## src/include/fbf_pkg.sv

```systemverilog
// shared constants for fixed-block format control
package fbf_pkg;
	localparam int LIST_OCTETS = 32;
	localparam logic [15:0] LIST_LEN = 16'h001e;
	localparam logic [7:0] TYPE_FIXED = 8'h01;
	localparam int OFS_LEN = 0;
	localparam int OFS_TYPE = 2;
	localparam int OFS_FLAG = 3;
	localparam int OFS_SECTORS = 4;
	localparam int OFS_PHYS = 6;
	localparam int OFS_SKIP = 10;
	localparam int OFS_FIELDS = 12;
	localparam int OFS_SIZE0 = 14;
	localparam int OFS_DLY0 = 18;
	localparam int FIELD_STRIDE = 6;
	localparam int FLG_INIT = 7;
	localparam int FLG_MAKER = 6;
	localparam int FLG_MODE2 = 5;
	localparam int FLG_MODE1 = 4;
	localparam int FLG_SOFT = 3;
	localparam int FLG_HARD = 2;
	localparam int FLG_FIELD = 1;
	localparam int FLG_SECTOR = 0;
	localparam int MAX_FIELDS = 3;
	localparam int MAX_SECTORS = 256;
	localparam int SYNC_SEG = 1;
	localparam int PAD_SEG = 2;
	localparam logic [7:0] SYNC_OCTET = 8'ha1;
	localparam logic [7:0] PLO_OCTET = 8'h00;
	localparam logic [7:0] PAD_OCTET = 8'h00;
	localparam logic [15:0] UNSPEC16 = 16'hffff;
	localparam logic [31:0] UNSPEC32 = 32'hffff_ffff;
	localparam logic [1:0] CMD_NONE = 2'h0;
	localparam logic [1:0] CMD_READ = 2'h1;
	localparam logic [1:0] CMD_WRITE = 2'h2;
	localparam logic [1:0] CMD_VERIFY = 2'h3;
	localparam logic [7:0] REG_LIST0 = 8'h00;
	localparam logic [7:0] REG_CMD = 8'h20;
	localparam logic [7:0] REG_STAT = 8'h24;
	localparam logic [7:0] REG_WDATA = 8'h28;
	localparam logic [7:0] REG_RDATA = 8'h2c;
	localparam int CMD_GO_LOAD = 4;
	localparam int CMD_GO_READ = 5;
endpackage

```

## src/include/fbf_if.sv

```systemverilog
// link between the disk controller and the drive format control
`timescale 1ns/10ps
interface fbf_if;
	logic listValid;
	logic listWrite;
	logic [4:0] listAddr;
	logic [7:0] listWdata;
	logic listReady;
	logic listRvalid;
	logic [7:0] listRdata;
	logic listDone;
	logic [1:0] cmdOp;
	logic [1:0] cmdField;
	logic [7:0] wrData;
	logic rdValid;
	logic [7:0] rdOctet;
	logic cmpEn;
	logic slaveIn;
	logic fmtOk;
	modport drive(input listValid, listWrite, listAddr, listWdata, listDone, cmdOp, cmdField,
		wrData, output listReady, listRvalid, listRdata, rdValid, rdOctet, cmpEn, slaveIn, fmtOk);
	modport ctrl(output listValid, listWrite, listAddr, listWdata, listDone, cmdOp, cmdField,
		wrData, input listReady, listRvalid, listRdata, rdValid, rdOctet, cmpEn, slaveIn, fmtOk);
endinterface

```

## src/hw/fbf_divider.sv

```systemverilog
// sequential restoring divider, one quotient bit per enabled cycle
`timescale 1ns/10ps
module fbf_divider #(
	parameter int W = 32
) (
	input wire logic clk,
	input wire logic rst_n,
	input wire logic ce,
	input wire logic start,
	input wire logic [W-1:0] num,
	input wire logic [W-1:0] den,
	output logic done,
	output logic [W-1:0] quot
);
	logic [W-1:0] rem_q;
	logic [W-1:0] num_q;
	logic [W-1:0] den_q;
	logic [$clog2(W+1)-1:0] cnt_q;
	logic busy_q;
	logic [W:0] trial;

	assign trial = {rem_q, num_q[W-1]} - {1'b0, den_q};

	always_ff @(posedge clk) begin
		if (!rst_n) begin
			rem_q <= '0;
			num_q <= '0;
			den_q <= '0;
			cnt_q <= '0;
			busy_q <= 1'b0;
			done <= 1'b0;
			quot <= '0;
		end else if (ce) begin
			done <= 1'b0;
			if (start) begin
				rem_q <= '0;
				num_q <= num;
				den_q <= den;
				cnt_q <= '0;
				busy_q <= 1'b1;
			end else if (busy_q) begin
				// a zero divisor gives all ones, which only the sector count caller clips
				if (!trial[W]) begin
					rem_q <= trial[W-1:0];
				end else begin
					rem_q <= {rem_q[W-2:0], num_q[W-1]};
				end
				num_q <= {num_q[W-2:0], !trial[W]};
				cnt_q <= cnt_q + 1'b1;
				if (cnt_q == ($clog2(W+1))'(W - 1)) begin
					busy_q <= 1'b0;
					done <= 1'b1;
					quot <= {num_q[W-2:0], !trial[W]};
				end
			end
		end
	end
endmodule

```

## src/hw/fbf_drive.sv

```systemverilog
// drive end: format parameter list, sector/field sequencing, gates
//
// Operation
// - one known sync octet written, used for alignment
// - two pad octets before write gate off
// - data segment sized from list field length
// - gap segment closes every field
// - soft sectoring starts sectors at address marks
// - locate sectors/fields, count octets, drive gates
// - write and acquire PLO, bit, octet sync
// - up to three fields, one organization
// - list length word excludes itself, equals thirty
// - fixed-block layout only for type code one
// - flag octet bit assignments as defined
// - accept one to 256 sectors per track
// - fixed-sector drive inserts sector count on read
// - all-ones field sizes: drive computes sizes
// - all-ones sector count: drive computes, with overhead
// - drive supplies physical octets per sector
// - header verify skips given leading octets
// - field length up to 65536, includes check octets
// - turnaround delay per field, zero allowed
// - gap exceeds turnaround by fixed drive extra
// - list octet positions as defined
// - hard sectoring counts octets from index
//
// The placing of the registers and register access over APB were left to the implementer.
`timescale 1ns/10ps
module fbf_drive #(
	parameter int GATE_DLY = 8,
	parameter int PLO_LEN = 12,
	parameter int GAP_EXTRA = 16,
	parameter int TRACK_OCTETS = 20160,
	parameter int FIXED_SECTORS = 0
) (
	input wire logic clk,
	input wire logic rst_n,
	input wire logic ce,
	fbf_if.drive link,
	input wire logic indexPin,
	input wire logic addrMarkPin,
	input wire logic [7:0] diskRdOctet,
	output logic readGate,
	output logic writeGate,
	output logic [7:0] diskWrOctet,
	output logic aligned
);
	typedef enum logic [7:0] {
		SEG_IDLE = 8'h01, SEG_WAIT = 8'h02, SEG_GATE = 8'h04, SEG_PLO = 8'h08,
		SEG_SYNC = 8'h10, SEG_DATA = 8'h20, SEG_PAD = 8'h40, SEG_GAP = 8'h80
	} seg_type;
	typedef enum logic [4:0] {
		CALC_IDLE = 5'h01, CALC_SECT = 5'h02, CALC_PHYS = 5'h04, CALC_SIZE = 5'h08,
		CALC_CHECK = 5'h10
	} calc_type;
	localparam logic [31:0] OVH = 32'(GATE_DLY + PLO_LEN + fbf_pkg::SYNC_SEG
		+ fbf_pkg::PAD_SEG + GAP_EXTRA);

	logic [7:0] list_q [fbf_pkg::LIST_OCTETS];
	calc_type calc_q;
	seg_type seg_q;
	logic fmtOk_q;
	logic divStart_q;
	logic [31:0] divNum_q;
	logic [31:0] divDen_q;
	logic divDone;
	logic [31:0] divQuot;
	logic [15:0] lenVal, secVal, skipVal, nfVal;
	logic [31:0] physVal, secLen, dlySum;
	logic [31:0] sizeVal [fbf_pkg::MAX_FIELDS];
	logic [15:0] dlyVal [fbf_pkg::MAX_FIELDS];
	logic sizesUnspec;
	logic [1:0] pinS1_q, pinS2_q, pinS3_q;
	logic idxRise, markRise, sectorStart, segEnd, sel, lastField;
	logic [31:0] secPos_q, segCnt_q, segLen;
	logic [8:0] secNum_q;
	logic [1:0] field_q;
	logic [7:0] flags;

	// every multi-octet value is held most significant octet first
	assign lenVal = {list_q[fbf_pkg::OFS_LEN], list_q[fbf_pkg::OFS_LEN+1]};
	assign secVal = {list_q[fbf_pkg::OFS_SECTORS], list_q[fbf_pkg::OFS_SECTORS+1]};
	assign physVal = {list_q[fbf_pkg::OFS_PHYS], list_q[fbf_pkg::OFS_PHYS+1],
		list_q[fbf_pkg::OFS_PHYS+2], list_q[fbf_pkg::OFS_PHYS+3]};
	assign skipVal = {list_q[fbf_pkg::OFS_SKIP], list_q[fbf_pkg::OFS_SKIP+1]};
	assign nfVal = {list_q[fbf_pkg::OFS_FIELDS], list_q[fbf_pkg::OFS_FIELDS+1]};
	assign flags = list_q[fbf_pkg::OFS_FLAG];

	always_comb begin
		secLen = '0;
		dlySum = '0;
		sizesUnspec = 1'b1;
		for (int i = 0; i < fbf_pkg::MAX_FIELDS; i++) begin
			sizeVal[i] = {list_q[fbf_pkg::OFS_SIZE0+fbf_pkg::FIELD_STRIDE*i],
				list_q[fbf_pkg::OFS_SIZE0+fbf_pkg::FIELD_STRIDE*i+1],
				list_q[fbf_pkg::OFS_SIZE0+fbf_pkg::FIELD_STRIDE*i+2],
				list_q[fbf_pkg::OFS_SIZE0+fbf_pkg::FIELD_STRIDE*i+3]};
			dlyVal[i] = {list_q[fbf_pkg::OFS_DLY0+fbf_pkg::FIELD_STRIDE*i],
				list_q[fbf_pkg::OFS_DLY0+fbf_pkg::FIELD_STRIDE*i+1]};
			if (16'(i) < nfVal) begin
				// drive overhead octets are part of each field
				secLen = secLen + sizeVal[i] + OVH + 32'(dlyVal[i]);
				dlySum = dlySum + 32'(dlyVal[i]);
				if (sizeVal[i] != fbf_pkg::UNSPEC32) begin
					sizesUnspec = 1'b0;
				end
			end
		end
	end

	fbf_divider #(.W(32)) divider (
		.clk(clk),
		.rst_n(rst_n),
		.ce(ce),
		.start(divStart_q),
		.num(divNum_q),
		.den(divDen_q),
		.done(divDone),
		.quot(divQuot)
	);

	assign link.listReady = (calc_q == CALC_IDLE);
	assign link.fmtOk = fmtOk_q;

	always_ff @(posedge clk) begin
		if (!rst_n) begin
			calc_q <= CALC_IDLE;
			fmtOk_q <= 1'b0;
			divStart_q <= 1'b0;
			divNum_q <= '0;
			divDen_q <= '0;
			for (int i = 0; i < fbf_pkg::LIST_OCTETS; i++) begin
				list_q[i] <= 8'h00;
			end
		end else if (ce) begin
			divStart_q <= 1'b0;
			case (calc_q)
				CALC_IDLE: begin
					if (link.listValid && link.listWrite) begin
						list_q[link.listAddr] <= link.listWdata;
					end
					if (link.listDone) begin
						fmtOk_q <= 1'b0;
						divNum_q <= 32'(TRACK_OCTETS);
						// anything other than length thirty and type one is not laid out
						if (lenVal != fbf_pkg::LIST_LEN || list_q[fbf_pkg::OFS_TYPE] != fbf_pkg::TYPE_FIXED) begin
							calc_q <= CALC_IDLE;
						end else if (secVal == fbf_pkg::UNSPEC16) begin
							divDen_q <= secLen;
							divStart_q <= 1'b1;
							calc_q <= CALC_SECT;
						end else if (sizesUnspec) begin
							divDen_q <= 32'(secVal);
							divStart_q <= 1'b1;
							calc_q <= CALC_PHYS;
						end else begin
							{list_q[6], list_q[7], list_q[8], list_q[9]} <= secLen;
							calc_q <= CALC_CHECK;
						end
					end
				end
				CALC_SECT: begin
					if (divDone) begin
						{list_q[4], list_q[5]} <= (divQuot > 32'(fbf_pkg::MAX_SECTORS)) ?
							16'(fbf_pkg::MAX_SECTORS) : divQuot[15:0];
						{list_q[6], list_q[7], list_q[8], list_q[9]} <= secLen;
						calc_q <= CALC_CHECK;
					end
				end
				CALC_PHYS: begin
					if (divDone) begin
						{list_q[6], list_q[7], list_q[8], list_q[9]} <= divQuot;
						divNum_q <= divQuot - 32'(32'(nfVal) * OVH) - dlySum;
						divDen_q <= 32'(nfVal);
						divStart_q <= 1'b1;
						calc_q <= CALC_SIZE;
					end
				end
				CALC_SIZE: begin
					if (divDone) begin
						for (int i = 0; i < fbf_pkg::MAX_FIELDS; i++) begin
							if (16'(i) < nfVal) begin
								{list_q[fbf_pkg::OFS_SIZE0+fbf_pkg::FIELD_STRIDE*i],
									list_q[fbf_pkg::OFS_SIZE0+fbf_pkg::FIELD_STRIDE*i+1],
									list_q[fbf_pkg::OFS_SIZE0+fbf_pkg::FIELD_STRIDE*i+2],
									list_q[fbf_pkg::OFS_SIZE0+fbf_pkg::FIELD_STRIDE*i+3]}
									<= divQuot;
							end
						end
						calc_q <= CALC_CHECK;
					end
				end
				CALC_CHECK: begin
					list_q[fbf_pkg::OFS_FLAG][fbf_pkg::FLG_INIT] <= 1'b1;
					fmtOk_q <= secVal >= 16'h0001 && secVal <= 16'(fbf_pkg::MAX_SECTORS)
						&& nfVal >= 16'h0001 && nfVal <= 16'(fbf_pkg::MAX_FIELDS);
					calc_q <= CALC_IDLE;
				end
				default: calc_q <= CALC_IDLE;
			endcase
		end
	end

	always_ff @(posedge clk) begin
		if (!rst_n) begin
			link.listRvalid <= 1'b0;
			link.listRdata <= 8'h00;
		end else if (ce) begin
			link.listRvalid <= link.listValid && !link.listWrite && calc_q == CALC_IDLE;
			if (FIXED_SECTORS != 0 && link.listAddr == 5'(fbf_pkg::OFS_SECTORS)) begin
				link.listRdata <= 8'(FIXED_SECTORS >> 8);
			end else if (FIXED_SECTORS != 0 && link.listAddr == 5'(fbf_pkg::OFS_SECTORS + 1)) begin
				link.listRdata <= 8'(FIXED_SECTORS);
			end else begin
				link.listRdata <= list_q[link.listAddr];
			end
		end
	end

	// index and address mark are pins: two flops before any use
	always_ff @(posedge clk) begin
		if (!rst_n) begin
			pinS1_q <= '0;
			pinS2_q <= '0;
			pinS3_q <= '0;
		end else if (ce) begin
			pinS1_q <= {addrMarkPin, indexPin};
			pinS2_q <= pinS1_q;
			pinS3_q <= pinS2_q;
		end
	end
	assign idxRise = pinS2_q[0] && !pinS3_q[0];
	assign markRise = pinS2_q[1] && !pinS3_q[1];

	assign sectorStart = fmtOk_q && ((flags[fbf_pkg::FLG_HARD] && (idxRise
		|| (secPos_q + 1 >= physVal && 16'(secNum_q) + 1 < secVal)))
		|| (flags[fbf_pkg::FLG_SOFT] && markRise));
	assign lastField = 16'(field_q) + 1 >= nfVal;

	always_comb begin
		case (seg_q)
			SEG_GATE: segLen = 32'(GATE_DLY);
			SEG_PLO: segLen = 32'(PLO_LEN);
			SEG_SYNC: segLen = 32'(fbf_pkg::SYNC_SEG);
			SEG_DATA: segLen = sizeVal[field_q];
			SEG_PAD: segLen = 32'(fbf_pkg::PAD_SEG);
			SEG_GAP: segLen = 32'(dlyVal[field_q]) + 32'(GAP_EXTRA);
			default: segLen = '0;
		endcase
	end
	assign segEnd = segCnt_q + 1 >= segLen;

	always_ff @(posedge clk) begin
		if (!rst_n) begin
			seg_q <= SEG_IDLE;
			segCnt_q <= '0;
			secPos_q <= '0;
			secNum_q <= '1;
			field_q <= '0;
		end else if (ce) begin
			secPos_q <= secPos_q + 1;
			if (!fmtOk_q) begin
				seg_q <= SEG_IDLE;
				secNum_q <= '1; // no hard sector until the next index
			end else if (sectorStart) begin
				seg_q <= SEG_GATE;
				segCnt_q <= '0;
				secPos_q <= '0;
				field_q <= '0;
				secNum_q <= idxRise ? 9'h000 : secNum_q + 1'b1;
			end else begin
				segCnt_q <= segEnd ? 32'h0000_0000 : segCnt_q + 1;
				case (seg_q)
					SEG_IDLE: seg_q <= SEG_WAIT;
					SEG_WAIT: seg_q <= SEG_WAIT;
					SEG_GATE: if (segEnd) seg_q <= SEG_PLO;
					SEG_PLO: if (segEnd) seg_q <= SEG_SYNC;
					SEG_SYNC: if (segEnd) seg_q <= SEG_DATA;
					SEG_DATA: if (segEnd) seg_q <= SEG_PAD;
					SEG_PAD: if (segEnd) seg_q <= SEG_GAP;
					SEG_GAP: begin
						if (segEnd) begin
							seg_q <= lastField ? SEG_WAIT : SEG_GATE;
							field_q <= lastField ? field_q : field_q + 1'b1;
						end
					end
					default: seg_q <= SEG_IDLE;
				endcase
			end
		end
	end

	assign sel = link.cmdOp != fbf_pkg::CMD_NONE
		&& (flags[fbf_pkg::FLG_SECTOR] || link.cmdField == field_q);

	always_ff @(posedge clk) begin
		if (!rst_n) begin
			writeGate <= 1'b0;
			readGate <= 1'b0;
			diskWrOctet <= 8'h00;
			aligned <= 1'b0;
			link.rdValid <= 1'b0;
			link.rdOctet <= 8'h00;
			link.cmpEn <= 1'b0;
			link.slaveIn <= 1'b0;
		end else if (ce) begin
			writeGate <= sel && link.cmdOp == fbf_pkg::CMD_WRITE
				&& (seg_q & (SEG_GATE | SEG_PLO | SEG_SYNC | SEG_DATA | SEG_PAD)) != '0;
			// read gate waits out the splice delay, then spans PLO, sync and data
			readGate <= sel && link.cmdOp != fbf_pkg::CMD_WRITE
				&& (seg_q & (SEG_PLO | SEG_SYNC | SEG_DATA)) != '0;
			case (seg_q)
				SEG_PLO: diskWrOctet <= fbf_pkg::PLO_OCTET;
				SEG_SYNC: diskWrOctet <= fbf_pkg::SYNC_OCTET;
				SEG_DATA: diskWrOctet <= link.wrData;
				default: diskWrOctet <= fbf_pkg::PAD_OCTET;
			endcase
			if ((seg_q & (SEG_PLO | SEG_SYNC)) != '0 && readGate
				&& diskRdOctet == fbf_pkg::SYNC_OCTET) begin
				aligned <= 1'b1;
			end else if ((seg_q & (SEG_GATE | SEG_WAIT | SEG_IDLE)) != '0) begin
				aligned <= 1'b0;
			end
			link.rdValid <= readGate && aligned && seg_q == SEG_DATA;
			link.rdOctet <= diskRdOctet;
			link.cmpEn <= readGate && aligned && seg_q == SEG_DATA
				&& link.cmdOp == fbf_pkg::CMD_VERIFY && field_q == 2'h0
				&& segCnt_q >= 32'(skipVal);
			link.slaveIn <= sel && seg_q == SEG_DATA;
		end
	end
endmodule

```

## src/flat_wrapper.sv

```systemverilog
// flat-port wrapper written by rule: the top's interface ports become plain ports
module fbf_drive_flat 
#(
	parameter int GATE_DLY = 8,
	parameter int PLO_LEN = 12,
	parameter int GAP_EXTRA = 16,
	parameter int TRACK_OCTETS = 20160,
	parameter int FIXED_SECTORS = 0
)
  (clk, rst_n, ce, indexPin, addrMarkPin, diskRdOctet, readGate, writeGate, diskWrOctet, aligned, link_listValid, link_listWrite, link_listAddr, link_listWdata, link_listDone, link_cmdOp, link_cmdField, link_wrData, link_listReady, link_listRvalid, link_listRdata, link_rdValid, link_rdOctet, link_cmpEn, link_slaveIn, link_fmtOk);
  fbf_if link_i ();
  input wire logic clk;
  input wire logic rst_n;
  input wire logic ce;
  input wire logic indexPin;
  input wire logic addrMarkPin;
  input wire logic [7:0] diskRdOctet;
  output logic readGate;
  output logic writeGate;
  output logic [7:0] diskWrOctet;
  output logic aligned;
  input wire logic [$bits(link_i.listValid)-1:0] link_listValid;
  input wire logic [$bits(link_i.listWrite)-1:0] link_listWrite;
  input wire logic [$bits(link_i.listAddr)-1:0] link_listAddr;
  input wire logic [$bits(link_i.listWdata)-1:0] link_listWdata;
  input wire logic [$bits(link_i.listDone)-1:0] link_listDone;
  input wire logic [$bits(link_i.cmdOp)-1:0] link_cmdOp;
  input wire logic [$bits(link_i.cmdField)-1:0] link_cmdField;
  input wire logic [$bits(link_i.wrData)-1:0] link_wrData;
  output wire logic [$bits(link_i.listReady)-1:0] link_listReady;
  output wire logic [$bits(link_i.listRvalid)-1:0] link_listRvalid;
  output wire logic [$bits(link_i.listRdata)-1:0] link_listRdata;
  output wire logic [$bits(link_i.rdValid)-1:0] link_rdValid;
  output wire logic [$bits(link_i.rdOctet)-1:0] link_rdOctet;
  output wire logic [$bits(link_i.cmpEn)-1:0] link_cmpEn;
  output wire logic [$bits(link_i.slaveIn)-1:0] link_slaveIn;
  output wire logic [$bits(link_i.fmtOk)-1:0] link_fmtOk;
  assign link_i.listValid = link_listValid;
  assign link_i.listWrite = link_listWrite;
  assign link_i.listAddr = link_listAddr;
  assign link_i.listWdata = link_listWdata;
  assign link_i.listDone = link_listDone;
  assign link_i.cmdOp = link_cmdOp;
  assign link_i.cmdField = link_cmdField;
  assign link_i.wrData = link_wrData;
  assign link_listReady = link_i.listReady;
  assign link_listRvalid = link_i.listRvalid;
  assign link_listRdata = link_i.listRdata;
  assign link_rdValid = link_i.rdValid;
  assign link_rdOctet = link_i.rdOctet;
  assign link_cmpEn = link_i.cmpEn;
  assign link_slaveIn = link_i.slaveIn;
  assign link_fmtOk = link_i.fmtOk;
  fbf_drive #(.GATE_DLY(GATE_DLY), .PLO_LEN(PLO_LEN), .GAP_EXTRA(GAP_EXTRA), .TRACK_OCTETS(TRACK_OCTETS), .FIXED_SECTORS(FIXED_SECTORS)) u_core (.clk(clk), .rst_n(rst_n), .ce(ce), .link(link_i), .indexPin(indexPin), .addrMarkPin(addrMarkPin), .diskRdOctet(diskRdOctet), .readGate(readGate), .writeGate(writeGate), .diskWrOctet(diskWrOctet), .aligned(aligned));
endmodule
```

## config.mk

```make
export PLATFORM = sky130hd
export DESIGN_NAME = fbf_drive_flat
export DESIGN_NICKNAME = d
export VERILOG_FILES = /design/src/include/fbf_pkg.sv /design/src/include/fbf_if.sv /design/src/hw/fbf_divider.sv /design/src/hw/fbf_drive.sv /design/src/flat_wrapper.sv
export SDC_FILE = /design/constraint.sdc
export NUM_CORES = 2
export LEC_CHECK = 0
export BUFFER_PORTS_ARGS = -buffer_cell sky130_fd_sc_hd__buf_2
export CAP_MARGIN = 20
export CELL_PAD_IN_SITES_DETAIL_PLACEMENT = 1
export CELL_PAD_IN_SITES_GLOBAL_PLACEMENT = 1
export CORE_MARGIN = 2
export CORE_UTILIZATION = 45
export DETAILED_ROUTE_END_ITERATION = 7
export PLACE_DENSITY_LB_ADDON = 0.08
export SETUP_SLACK_MARGIN = 0.02
export SYNTH_ARGS = -nofsm -noshare
export SYNTH_HDL_FRONTEND = slang
export SYNTH_SLANG_ARGS = --single-unit
```

## constraint.sdc

```tcl
create_clock -name clk -period 29.4 [get_ports clk]
set_input_delay 2.94 -clock clk [delete_from_list [all_inputs] [get_ports clk]]
set_output_delay 2.94 -clock clk [all_outputs]
set_load 0.05 [all_outputs]
```

==> metrics.txt <==
status complete, no violations; max incr delay on CP 0.78 ns; Initial Util 45.34%; post-DP HPWL 155,400 um; dominant synthesized flop cell dfxtp_1; filler cell count 12,000; layout cells sized above 1 7.761%; Hold Vio Cnt, Final 0; Max-slew headroom 19.20%; Ys Warns 0; CP required 29.98 ns; die area 103,200 sq um; Reg2Reg Setup Slack 18.73 ns; vias in the first global route 44,010; gr usage total 39.10%; Worst-Margin Slew 1.202 ns; final setup fails 0; ANT nets after route 0; die height 321.2 um; number of enable flip-flop cells after synthesis 0; Reg2Reg Depth 41; pin count of the biggest net entering global routing 182; Hold Crit Class reg2reg; H-tree depth 3; Via density 6.511; first-pass GRT wire length 298,800 um; Synth top area share 25.78%; Avg WL per Cell 29.84 um; Post-layout nets 6,095; crit path DAT 11.25 ns; Synth Cell Area 45,270 sq um; Post-Syn Area per Cell 8.099 sq um; Min Clock Period, post-route 10.67 ns; routability cong. 1.032; core box area 99,860 sq um; clk_skew 0.03524 ns; Hold Startpoint u_core.divider.den_q[6]$_SDFFE_PN0P_; final max-slew violation count 0; post_cts resized 0; root buf cell clkbuf_16; RSZ-0062 raised after global routing no; routed wire length 205,600 um; clock sink count 583; Setup Fix Bufs, Post-CTS 0; placed insts 6,733; P&R area growth vs syn 9.129%; DR vias 44,850; Worst Path Max Fanout 43; CTS Hold Bufs 0; Hold Crit Depth 2; asr flop ratio synth 0%; number of remaining DRC errors 0; Worst-Skew Late Latency 0.67 ns; IO Port Bufs 73; register area share after synthesis 25.78%; Yosys reg bits 583; Cell Rows 116; Leakage 19.90 nW; CTS clock-pin slew for the worst setup and hold paths 0.06 ns; Max Cap Viol 0; type of the worst setup path reg2reg; peak supply drop 0.04165 mV; final worst-path cycle share 36.30%; startpoint types flip-flop; number of distinct library cells after synthesis 93; Max Clk Rate 0.09370 GHz; syn nets 6,160; commonest non-fill, non-tap cell in the layout nand2_1; critical path endpoint category flip-flop; Post-Layout Cell Count 6,888; Worst path slowest cell o31ai_1; Hold Crit Endpoint u_core.divider.den_q[6]$_SDFFE_PN0P_; initial antenna violation count 28; CTS Buf Count 74; 1st-pass router iterations 5; Setup TNS Final 0 ns; GRT overflow 0; CTS tree done; Mapped Cells 5,590; pwr/cell area 41.81 nW/um^2; dominant cells by area after synthesis dfxtp_1 (26%), ha_1 (12%), mux2i_1 (5.9%), nand2_1 (4.8%), a21oi_1 (4.5%); Ports 74; RR Endpoint u_core.divNum_q[27]$_SDFFE_PN0P_; worst reg2reg startpoint u_core.list_q[150]$_SDFFE_PN0P_; leading area contributor after synthesis dfxtp_1; Top cell by count, worst path ha_1; chip width 321.2 um; DR iter-0 viols 4,175; clock buffer depth 3; commonest cells after routing, fill and taps aside nand2_1 (581), dfxtp_1 (580), nor2_1 (534), ha_1 (430), a21oi_1 (408)
## layout make-up
| cell class | instances | area, sq um | area share [%] |
|---|---|---|---|
| inverters | 361 | 1363 | 2.758 |
| multi-input cells | 4334 | 31130 | 63.01 |
| diodes | 11 | 27.53 | 0.05572 |
| flip-flops and latches | 583 | 11680 | 23.64 |
| repair buffers | 171 | 1149 | 2.325 |
| well taps | 1298 | 1624 | 3.287 |
| clock buffers | 110 | 2150 | 4.351 |
| clock inverters | 20 | 284.0 | 0.5749 |
## cell families (layout without fill, tap and decap cells)
kind of cell / Yosys count / after routing / share of synthesized area, %
simple gates: 1748 / 1748 / 17.66
compound gates: 1473 / 1473 / 20.46
buf+inv: 673 / 662 / 5.646
flops: 583 / 583 / 25.78
fa+ha+maj: 531 / 531 / 16.31
mux: 350 / 350 / 9.662
xor+xnor: 232 / 232 / 4.488
other cells: 0 / 11 / 0
## routing by layer
metal	vias to the layer above	track usage [%]	wire length, um
met3	607	11.99	21170
met5	-	0	172
li1	19890	-	-
met2	2169	59.36	88210
met1	22150	48.62	81350
met4	28	23.56	14660
## state kept, by name, indices dropped and copies added (netlist names), 5 cells and up
signal	count
u_core.link.rdOctet	8
u_core.lenVal	16
u_core.flags	8
u_core.divider.rem_q	32
u_core.diskWrOctet	8
u_core.secNum_q	9
u_core.divider.quot	32
u_core.segCnt_q	32
u_core.divider.cnt_q	6
u_core.calc_q	5
u_core.secPos_q	32
u_core.dlyVal	48
u_core.seg_q	8
u_core.link.listRdata	8
u_core.divNum_q	32
u_core.divDen_q	32
u_core.list_q	184
u_core.divider.den_q	32
u_core.divider.num_q	32
## worst max-delay path: cells and delay by family, from the launching register on
family | cells | cell delay, ns
buf+inv | 4 | 0.59
simple gates | 7 | 0.88
flops | 1 | 0.44
compound gates | 16 | 3.85
xor+xnor | 3 | 0.47
fa+ha+maj | 11 | 4.35
## how the worst max path moves through the flow
stage	startpoint	end	slack, ns	depth (start not counted)
detailed placement	u_core.list_q[158]$_SDFFE_PN0P_	u_core.divNum_q[27]$_SDFFE_PN0P_	18.77	41
global placement	u_core.list_q[153]$_SDFFE_PN0P_	u_core.divNum_q[31]$_SDFFE_PN0P_	18.96	41
CTS	u_core.list_q[150]$_SDFFE_PN0P_	u_core.divNum_q[27]$_SDFFE_PN0P_	18.73	41
global route	u_core.list_q[148]$_SDFFE_PN0P_	u_core.divNum_q[23]$_SDFFE_PN0P_	17.98	41
finish	u_core.list_q[150]$_SDFFE_PN0P_	u_core.divNum_q[27]$_SDFFE_PN0P_	18.73	41
floorplan	u_core.list_q[158]$_SDFFE_PN0P_	u_core.divNum_q[24]$_SDFFE_PN0P_	19.75	41
## through the flow
| step | instance area (sq um) | hold WS (ns) | worst slack, ns | total power, mW | util, % |
|---|---|---|---|---|---|
| floorplan | 45270 | 0.4248 | 19.75 | 1.024 | - |
| global placement | 46800 | 0.4388 | 18.96 | 1.121 | 46.87 |
| detailed placement | 46810 | 0.4439 | 18.77 | 1.125 | 46.88 |
| CTS | 49250 | 0.4556 | 18.73 | 2.061 | 49.32 |
| global route | 49380 | 0.4842 | 17.98 | 2.122 | 49.45 |
| finish | 49400 | 0.4559 | 18.73 | 2.065 | 49.48 |
## synth_stat cells (72+ instances only)
| cell | n |
|---|---|
| nor2_1 | 540 |
| ha_1 | 430 |
| clkbuf_1 | 260 |
| a211oi_1 | 83 |
| mux2i_1 | 266 |
| nand4_1 | 72 |
| nand3_1 | 166 |
| a21o_1 | 74 |
| a21oi_1 | 409 |
| o211ai_1 | 135 |
| o21ai_0 | 403 |
| xor2_1 | 89 |
| inv_1 | 360 |
| xnor2_1 | 143 |
| dfxtp_1 | 583 |
| fa_1 | 99 |
| nand2_1 | 581 |
## where the power goes
part           switching (mW)  leakage, nW  internal (mW)
clock network           0.392         1.18          0.552
logic                   0.186         14.0         0.0952
registers              0.0323         4.72          0.808
total                   0.610         19.9           1.46
No activity file was read; power rests on OpenSTA's default activity.
